### config.mk
export PLATFORM = sky130hd
export DESIGN_NAME = r4cs_regulator
export DESIGN_NICKNAME = d
export VERILOG_FILES = /design/src/design/r4cs_pkg.sv /design/src/design/r4cs_vdec_if.sv /design/src/design/r4cs_vdecode.sv /design/src/design/r4cs_regulator.sv
export VERILOG_INCLUDE_DIRS = /design/src /design/src/design
export SDC_FILE = /design/constraint.sdc
export NUM_CORES = 1
export LEC_CHECK = 0
export ABC_AREA = 0
export BUFFER_PORTS_ARGS = -buffer_cell sky130_fd_sc_hd__buf_2
export CORE_MARGIN = 4
export CORE_UTILIZATION = 46
export DETAILED_ROUTE_END_ITERATION = 10
export PLACE_DENSITY_LB_ADDON = 0.1
export SETUP_SLACK_MARGIN = 0.02
export SLEW_MARGIN = 20
export SYNTH_ARGS = -nofsm -noshare
export SYNTH_HDL_FRONTEND = slang
export SYNTH_SLANG_ARGS = --single-unit
### constraint.sdc
create_clock -name clock -period 2.4 [get_ports clock]
set_input_delay 0 -clock clock [delete_from_list [all_inputs] [get_ports clock]]
set_output_delay 0 -clock clock [all_outputs]
set_load 0.02 [all_outputs]
### src/design/r4cs_defines.svh
`ifndef R4CS_DEFINES_SVH
`define R4CS_DEFINES_SVH

// ==========================================================================
// Register indices; the byte address is four times the index.
`define R4CS_IDX_CTRL     8'hd1
`define R4CS_IDX_SEQ      8'hd2
`define R4CS_IDX_LP       8'hd3
`define R4CS_IDX_STAT     8'hd4

// ==========================================================================
// Field positions.
`define R4CS_SWI_BIT      14
`define R4CS_OPFLT_BIT    10
`define R4CS_VSEL_LSB     0
`define R4CS_ACT_LSB      14
`define R4CS_ENS_LSB      10
`define R4CS_SDS_LSB      6
`define R4CS_HMODE_LSB    12
`define R4CS_HSRC_LSB     8
`define R4CS_VIMG_LSB     0
`define R4CS_HIB_BIT      0

// ==========================================================================
// Reset values.
`define R4CS_SWI_RST      1'b0
`define R4CS_OPFLT_RST    1'b0
`define R4CS_VSEL_RST     5'h1b
`define R4CS_ACT_RST      2'h0
`define R4CS_ENS_RST      4'h0
`define R4CS_SDS_RST      4'h0
`define R4CS_HMODE_RST    2'h0
`define R4CS_HSRC_RST     2'h0
`define R4CS_VIMG_RST     5'h1c

// ==========================================================================
// Codes.
`define R4CS_SLOT_NONE    4'h0
`define R4CS_SLOT_EDGE    4'hf
`define R4CS_ACT_IGNORE   2'h0
`define R4CS_ACT_REG      2'h1
`define R4CS_HMODE_IMAGE  2'h0
`define R4CS_HMODE_OFF    2'h1
`define R4CS_HSRC_BIT     2'h0

// ==========================================================================
// Voltage decode in millivolts.
`define R4CS_MV_LO_BASE   12'h384
`define R4CS_MV_LO_STEP   12'h032
`define R4CS_MV_HI_BASE   12'h708
`define R4CS_MV_HI_STEP   12'h064

`endif

### src/design/r4cs_pkg.sv
package r4cs_pkg;

  typedef logic [4:0]  r4cs_code_t;
  typedef logic [11:0] r4cs_mv_t;

  typedef struct packed {
    logic             ack;
    logic [31:0]      rdata;
    logic             swi;
    logic             opflt;
    r4cs_code_t       vsel;
    logic [1:0]       act;
    logic [3:0]       ens;
    logic [3:0]       sds;
    logic [1:0]       hmode;
    logic [1:0]       hsrc;
    r4cs_code_t       vimg;
    logic             hib_bit;
    logic             en;
    logic [2:0]       fsync;
    logic             flt;
    logic [2:0][2:0]  lsync;
    logic [2:0]       lp;
    logic             o_en;
    logic             o_sw;
    logic             o_dis;
    logic             o_hib;
    r4cs_code_t       o_code;
    logic             irq;
    logic             sysdn;
  } r4cs_state_t;

endpackage

### src/design/r4cs_vdec_if.sv
`timescale 1ns/1ps
interface r4cs_vdec_if;
  import r4cs_pkg::*;
  r4cs_code_t code;
  r4cs_mv_t   mv;
  modport ctl (output code, input mv);
  modport dec (input code, output mv);
endinterface

### src/design/r4cs_vdecode.sv
`timescale 1ns/1ps
`include "r4cs_defines.svh"
module r4cs_vdecode (
  input wire logic  clock,   // 100 MHz clock
  input wire logic  sys_rst, // synchronous reset, active high
  r4cs_vdec_if.dec  vif      // code in, millivolts out
);
  import r4cs_pkg::*;

  r4cs_mv_t mv_q;
  r4cs_mv_t mv_d;

  // ========================================================================
  // Decode
  // two-range decode
  always_comb begin
    if (vif.code[4]) begin
      mv_d = `R4CS_MV_HI_BASE + `R4CS_MV_HI_STEP * {8'h00, vif.code[3:0]};
    end else begin
      mv_d = `R4CS_MV_LO_BASE + `R4CS_MV_LO_STEP * {8'h00, vif.code[3:0]};
    end
  end

  always_ff @(posedge clock) begin
    if (sys_rst) begin
      mv_q <= 12'h000;
    end else begin
      mv_q <= mv_d;
    end
  end

  assign vif.mv = mv_q;
endmodule

### src/design/r4cs_regulator.sv
`timescale 1ns/1ps
`include "r4cs_defines.svh"
module r4cs_regulator #(
  parameter logic [4:0] VSEL_DEFAULT = `R4CS_VSEL_RST, // mask option for the voltage code
  parameter logic [3:0] ENS_DEFAULT  = `R4CS_ENS_RST   // mask option for the start-up slot
) (
  input  wire logic              clock,               // 100 MHz clock
  input  wire logic              sys_rst,             // state machine reset, synchronous
  input  wire logic [9:0]        avs_address,         // byte address
  input  wire logic              avs_read,            // read request
  input  wire logic              avs_write,           // write request
  input  wire logic [31:0]       avs_writedata,       // write data
  output      logic [31:0]       avs_readdata,        // read data
  output      logic              avs_waitrequest,     // stall
  input  wire logic              slot_strobe,         // one pulse per sequencer slot
  input  wire logic [3:0]        slot_index,          // current slot number
  input  wire logic              seq_powering_up,     // 1 start-up walk, 0 shutdown walk
  input  wire logic              enter_active,        // pulse on entry to ACTIVE
  input  wire logic              enter_off,           // pulse on entry to OFF
  input  wire logic              fault_pin,           // regulator fault from analogue
  input  wire logic [2:0]        low_power_in,        // low-power inputs 3..1
  input  wire logic [2:0]        other_regs_off,      // the three other regulators off
  output      logic              vreg_enable,         // regulator output on
  output      logic              vreg_switch,         // current-limited switch mode
  output      logic              vreg_discharge,      // pull output down
  output      logic              vreg_regulate,       // voltage code is in force
  output      r4cs_pkg::r4cs_code_t vreg_code,        // applied voltage code
  output      r4cs_pkg::r4cs_mv_t   vreg_mv,          // decoded target in millivolts
  output      logic              vreg_hibernate,      // hibernate request in force
  output      logic              fault_irq,           // pulse per fault
  output      logic              system_shutdown_req  // pulse asking for system shutdown
);
  import r4cs_pkg::*;

  r4cs_state_t q;
  r4cs_state_t d;
  r4cs_vdec_if vif ();

  r4cs_vdecode u_vdecode (
    .clock   (clock),
    .sys_rst (sys_rst),
    .vif     (vif)
  );

  // ========================================================================
  // Bus decode
  function automatic logic reg_hit(input logic [9:0] a, input logic [7:0] idx);
    reg_hit = (a[9:2] == idx) && (a[1:0] == 2'h0);
  endfunction

  logic        hib_req;
  logic        flt_now;
  logic        flt_rise;
  logic        en_next;
  logic        out_on;
  logic [15:0] rword;

  // ========================================================================
  // Next state
  always_comb begin
    d        = q;
    hib_req  = 1'b0;
    flt_now  = q.flt;
    flt_rise = 1'b0;
    en_next  = q.en;
    out_on   = 1'b0;
    rword    = 16'h0000;

    // One wait cycle: read data is captured while waitrequest is high.
    d.ack = (avs_read | avs_write) & ~q.ack;
    if (reg_hit(avs_address, `R4CS_IDX_CTRL)) begin
      rword = {1'b0, q.swi, 3'h0, q.opflt, 5'h00, q.vsel};
    end else if (reg_hit(avs_address, `R4CS_IDX_SEQ)) begin
      rword = {q.act, q.ens, q.sds, 6'h00};
    end else if (reg_hit(avs_address, `R4CS_IDX_LP)) begin
      rword = {2'h0, q.hmode, 2'h0, q.hsrc, 3'h0, q.vimg};
    end else if (reg_hit(avs_address, `R4CS_IDX_STAT)) begin
      rword = {8'h00, q.flt, q.o_hib, q.o_dis, q.o_en, 3'h0, q.hib_bit};
    end
    if (avs_read & ~q.ack) begin
      d.rdata = {16'h0000, rword};
    end
    if (avs_write & q.ack) begin
      if (reg_hit(avs_address, `R4CS_IDX_CTRL)) begin
        d.swi   = avs_writedata[`R4CS_SWI_BIT];
        d.opflt = avs_writedata[`R4CS_OPFLT_BIT];
        d.vsel  = avs_writedata[`R4CS_VSEL_LSB +: 5];
      end
      if (reg_hit(avs_address, `R4CS_IDX_SEQ)) begin
        d.act = avs_writedata[`R4CS_ACT_LSB +: 2];
        d.ens = avs_writedata[`R4CS_ENS_LSB +: 4];
        d.sds = avs_writedata[`R4CS_SDS_LSB +: 4];
      end
      if (reg_hit(avs_address, `R4CS_IDX_LP)) begin
        d.hmode = avs_writedata[`R4CS_HMODE_LSB +: 2];
        d.hsrc  = avs_writedata[`R4CS_HSRC_LSB +: 2];
        d.vimg  = avs_writedata[`R4CS_VIMG_LSB +: 5];
      end
      if (reg_hit(avs_address, `R4CS_IDX_STAT)) begin
        d.hib_bit = avs_writedata[`R4CS_HIB_BIT];
      end
    end

    // Pin inputs settle only when the second and third stages agree.
    d.fsync = {q.fsync[1:0], fault_pin};
    if (q.fsync[1] == q.fsync[2]) begin
      flt_now = q.fsync[2];
    end
    d.flt    = flt_now;
    flt_rise = flt_now & ~q.flt;
    for (int k = 0; k < 3; k++) begin
      d.lsync[k] = {q.lsync[k][1:0], low_power_in[k]};
      if (q.lsync[k][1] == q.lsync[k][2]) begin
        d.lp[k] = q.lsync[k][2];
      end
    end

    case (q.hsrc)
      2'h0:    hib_req = q.hib_bit;
      2'h1:    hib_req = q.lp[0];
      2'h2:    hib_req = q.lp[1];
      2'h3:    hib_req = q.lp[2];
      default: hib_req = 1'b0;
    endcase

    if (slot_strobe && seq_powering_up && q.ens == slot_index &&
        q.ens != `R4CS_SLOT_NONE && q.ens != `R4CS_SLOT_EDGE) begin
      en_next = 1'b1;
    end
    if (enter_active && q.ens == `R4CS_SLOT_EDGE) begin
      en_next = 1'b1;
    end
    if (slot_strobe && !seq_powering_up && q.sds == slot_index &&
        q.sds != `R4CS_SLOT_NONE && q.sds != `R4CS_SLOT_EDGE) begin
      en_next = 1'b0;
    end
    if (enter_off && (q.sds == `R4CS_SLOT_NONE || q.sds == `R4CS_SLOT_EDGE)) begin
      en_next = 1'b0;
    end
    if (flt_rise && q.act == `R4CS_ACT_REG) begin
      en_next = 1'b0;
    end
    d.en = en_next;
    d.irq = flt_rise;
    d.sysdn = flt_rise && q.act[1];

    out_on  = q.en & ~(hib_req && q.hmode == `R4CS_HMODE_OFF);
    d.o_en  = out_on;
    d.o_hib = hib_req;
    d.o_sw  = q.swi;
    // float bit, all off forces discharge
    d.o_dis = ~out_on & (~q.opflt | (&other_regs_off));
    // code only in regulating mode, image code in hibernate when hmode is IMAGE
    if (q.swi) begin
      d.o_code = 5'h00;
    end else if (hib_req && q.hmode == `R4CS_HMODE_IMAGE) begin
      d.o_code = q.vimg;
    end else begin
      d.o_code = q.vsel;
    end
  end

  // ========================================================================
  // State register
  // reset defaults
  always_ff @(posedge clock) begin
    if (sys_rst) begin
      q         <= '0;
      q.swi     <= `R4CS_SWI_RST;
      q.opflt   <= `R4CS_OPFLT_RST;
      q.vsel    <= VSEL_DEFAULT;
      q.act     <= `R4CS_ACT_RST;
      q.ens     <= ENS_DEFAULT;
      q.sds     <= `R4CS_SDS_RST;
      q.hmode   <= `R4CS_HMODE_RST;
      q.hsrc    <= `R4CS_HSRC_RST;
      q.vimg    <= `R4CS_VIMG_RST;
      q.o_dis   <= 1'b1;
    end else begin
      q <= d;
    end
  end

  assign vif.code            = q.o_code;
  assign avs_readdata        = q.rdata;
  assign avs_waitrequest     = (avs_read | avs_write) & ~q.ack;
  assign vreg_enable         = q.o_en;
  assign vreg_switch         = q.o_sw;
  assign vreg_regulate       = ~q.o_sw;
  assign vreg_discharge      = q.o_dis;
  assign vreg_code           = q.o_code;
  assign vreg_mv             = vif.mv;
  assign vreg_hibernate      = q.o_hib;
  assign fault_irq           = q.irq;
  assign system_shutdown_req = q.sysdn;
endmodule

==> flow_metrics.tcl <==
set metrics [dict create \
    synth_top_area_frac 0.4259 \
    gr-max-usage-layer "met2" \
    ys_ff_latch 83 \
    crit_chain "inv_1 > ha_1 > inv_1 > ha_1 > ha_1 > a21boi_1 > o2bb2ai_2 > or4_1 > and3_1" \
    syn2layout_area_growth_pct 21.46 \
    worstReg2RegStart "vreg_code[2]" \
    wire_per_inst_um 14.54 \
    gp_congestion 0.7973 \
    drc 0 \
    worst_pin_slew_ns 0.7437 \
    viasPerCell 5.108 \
    ant_nets 0 \
    synth_cell_type_count 61 \
    critPathMaxStageDelay_ns 0.51 \
    worstPathRequired_ns 2.65 \
    end_kind "flip-flop" \
    status "completed" \
    finalHoldViolCount 0 \
    cts.sinks 83 \
    setup_violations 0 \
    post-synth-top-count-cell "dfxtp_1" \
    cap_violations 0 \
    grt_use_met1 0.2274 \
    seq_power_share 0.494 \
    start_kind "flip-flop" \
    num_rows 33 \
    p_per_area_nw_per_um2 606.6 \
    clock_latency_ns 0.35 \
    switchingPower_w 0.0007329 \
    dp_slack_ns -0.04943 \
    yosysWarnings 0 \
    grt_util_met2 0.3397 \
    hp-start "avs_address[2]" \
    critPathKind "flip-flop to flip-flop" \
    crit_path_frequent_cell "ha_1" \
    rsz0062_at_grt "true" \
    critPathArrivalTime_ns 2.59 \
    synthTopCellsByCount "dfxtp_1 (83), buf_4 (39), nand2_1 (39)" \
    ir_drop_v 0.0003028 \
    dieHeight_um 100.1 \
    die_x_um 100.1 \
    grt_pass1_vias 3196 \
    grt_overflow 0 \
    use_met3 0.02849 \
    fin_setup_tns_ns 0 \
    synth-edff-count 0 \
    clock_path_buffers 2 \
    coreArea_sq_um 8217 \
    path_clk_slew_ns 0.09 \
    clkPwrFrac 0.385 \
    diodes 0 \
    leakagePower_nw 2.041 \
    synthCells 427 \
    power.internal_w 0.002142 \
    synth_top_area_cell "dfxtp_1" \
    crit_buf_inv 2 \
    grt_pass1_wl_mm 15.10 \
    io_pins 118 \
    initial_core_util 0.4748 \
    cp_slowest_cell "or4_1" \
    grt_usage 0.1878 \
    synthTopCellsByArea "dfxtp_1 (43%), buf_4 (7.5%), mux2i_1 (6.7%)" \
    cp_max_fo 6 \
    seq_area_frac_synth 0.4259 \
    syn_area_per_cell_sq_um 9.136 \
    hold_class "input port to flip-flop" \
    grt_antenna_before_repair 0 \
    io_buffers 83 \
    period_share 0.9735 \
    dieArea_sq_um 10020 \
    grt_start_max_net_pins 61 \
    drt_wl_total_mm 9.117 \
    fin_ws_ns 0.06371 \
    h-tree-depth 3 \
    combPwrFrac 0.121 \
    cts_buffers 9 \
    syn-cell-area_sq_um 3901 \
    maxSlewViolCount 0 \
    dpl.hpwl_mm 6.555 \
    num_vias 3203 \
    maxSlewHeadroom 0.5005 \
    max_freq_mhz 428.0 \
    cp-startpoint "vreg_code[2]" \
    dr.pass1.iters 4 \
    clock-root-buffer "clkbuf_8" \
    synth_ff_type "dfxtp_1" \
    fin_nets 588 \
    drive_above_1_share 0.2510 \
    clock-skew-final_ns 0.009086 \
    period_needed_ns 2.336 \
    p_sw_frac 0.2550 \
    crit_family "adder cells" \
    async_reset_ff_frac 0 \
    cts_tree "built" \
    drt-initial-drc-count 100 \
]
-- tightest hold or removal path, delay by kind of cell --
kind	cells	cell delay, ns
buf+inv	1	0.18
compound gates	1	0.06
simple gates	1	0.10
-- power groups by stage --
stage	Sequential, W	Clock (W)	Combinational, W
3_3_place_gp	0.00145	0	0.000302
6_report	0.00142	0.00111	0.000348
3_5_place_dp	0.00145	0	0.000305
2_1_floorplan	0.00147	0	0.000204
4_1_cts	0.00142	0.00112	0.000340
5_1_grt	0.00143	0.00119	0.000384
-- layout by cell type, fill, tap and decap left out, types with 10 or more instances in the layout --
| cell type | synthesis | final |
|---|---|---|
| a21oi_1 | 26 | 26 |
| buf_2 | 3 | 83 |
| buf_4 | 39 | 13 |
| conb_1 | 1 | 17 |
| dfxtp_1 | 83 | 81 |
| dlygate4sd3_1 | 0 | 25 |
| inv_1 | 10 | 10 |
| mux2i_1 | 26 | 26 |
| nand2_1 | 39 | 39 |
| nand3_1 | 17 | 17 |
| nor2_1 | 36 | 36 |
| nor2b_1 | 17 | 17 |
-- area by class of cell --
type | instances | area (sq um)
Clock buffer | 10 | 127.6
Clock inverter | 6 | 90.09
Fill cell | 774 | 3478
Inverter | 11 | 41.29
Multi-Input combinational cell | 291 | 1921
Sequential cell | 83 | 1664
Tap cell | 105 | 131.4
Timing Repair Buffer | 121 | 763.2
-- final timing paths --
kind,slack [ns],endpoint,depth (start not counted)
worst max register to register,0.06,u_vdecode.vif.mv[10],9
worst max-delay path,0.06,u_vdecode.vif.mv[10],9
worst min register to register,0.44,d[19],1
worst min-delay path,0.02,avs_readdata[3],3
-- layer usage --
metal | vias up | part of all wire
met1 | 1518 | 0.43
met4 | 0 | 0.015
met3 | 12 | 0.034
li1 | 1619 | -
met5 | - | 0
met2 | 54 | 0.52
-- state kept, by name, indices dropped and copies added (netlist names) --
| register | cells |
|---|---|
| vreg_discharge | 1 |
| vreg_code | 5 |
| d | 9 |
| system_shutdown_req | 1 |
| avs_readdata | 16 |
| fault_irq | 1 |
| u_vdecode.vif.mv | 11 |
| vreg_switch | 1 |
| vreg_hibernate | 1 |
| q | 36 |
| vreg_enable | 1 |
-- kinds of logic after synthesis --
| logic type | synth area share |
|---|---|
| mux | 0.08403 |
| fa+ha+maj | 0.03400 |
| flops | 0.4259 |
| simple gates | 0.2117 |
| other cells | 0.0009612 |
| buf+inv | 0.1068 |
| xor+xnor | 0.02919 |
| compound gates | 0.1074 |
-- stage by stage --
| step | std cells | total power (W) | util | instance area (sq um) | hold WS [ns] |
|---|---|---|---|---|---|
| after floorplan | 443 | 0.001676 | - | 3961 | 0.1282 |
| after global placement | 585 | 0.001755 | 0.5147 | 4229 | 0.2150 |
| after detailed placement | 585 | 0.001759 | 0.5147 | 4229 | 0.2214 |
| after CTS | 626 | 0.002885 | 0.5736 | 4713 | 0.008545 |
| after global routing | 627 | 0.003001 | 0.5767 | 4738 | 0.04289 |
| final | 627 | 0.002874 | 0.5767 | 4738 | 0.02342 |
-- timing repair --
| item | CTS | global route |
|---|---|---|
| hold buffers | 25 | 0 |
| endpoints found under the hold margin | 35 | 0 |
| endpoints found under the setup margin | 1 | 3 |
| buffers inserted | 0 | 1 |
| pin swaps | 1 | 1 |
| gates resized for setup | 4 | 6 |
Power figures use the tool's default switching activity.
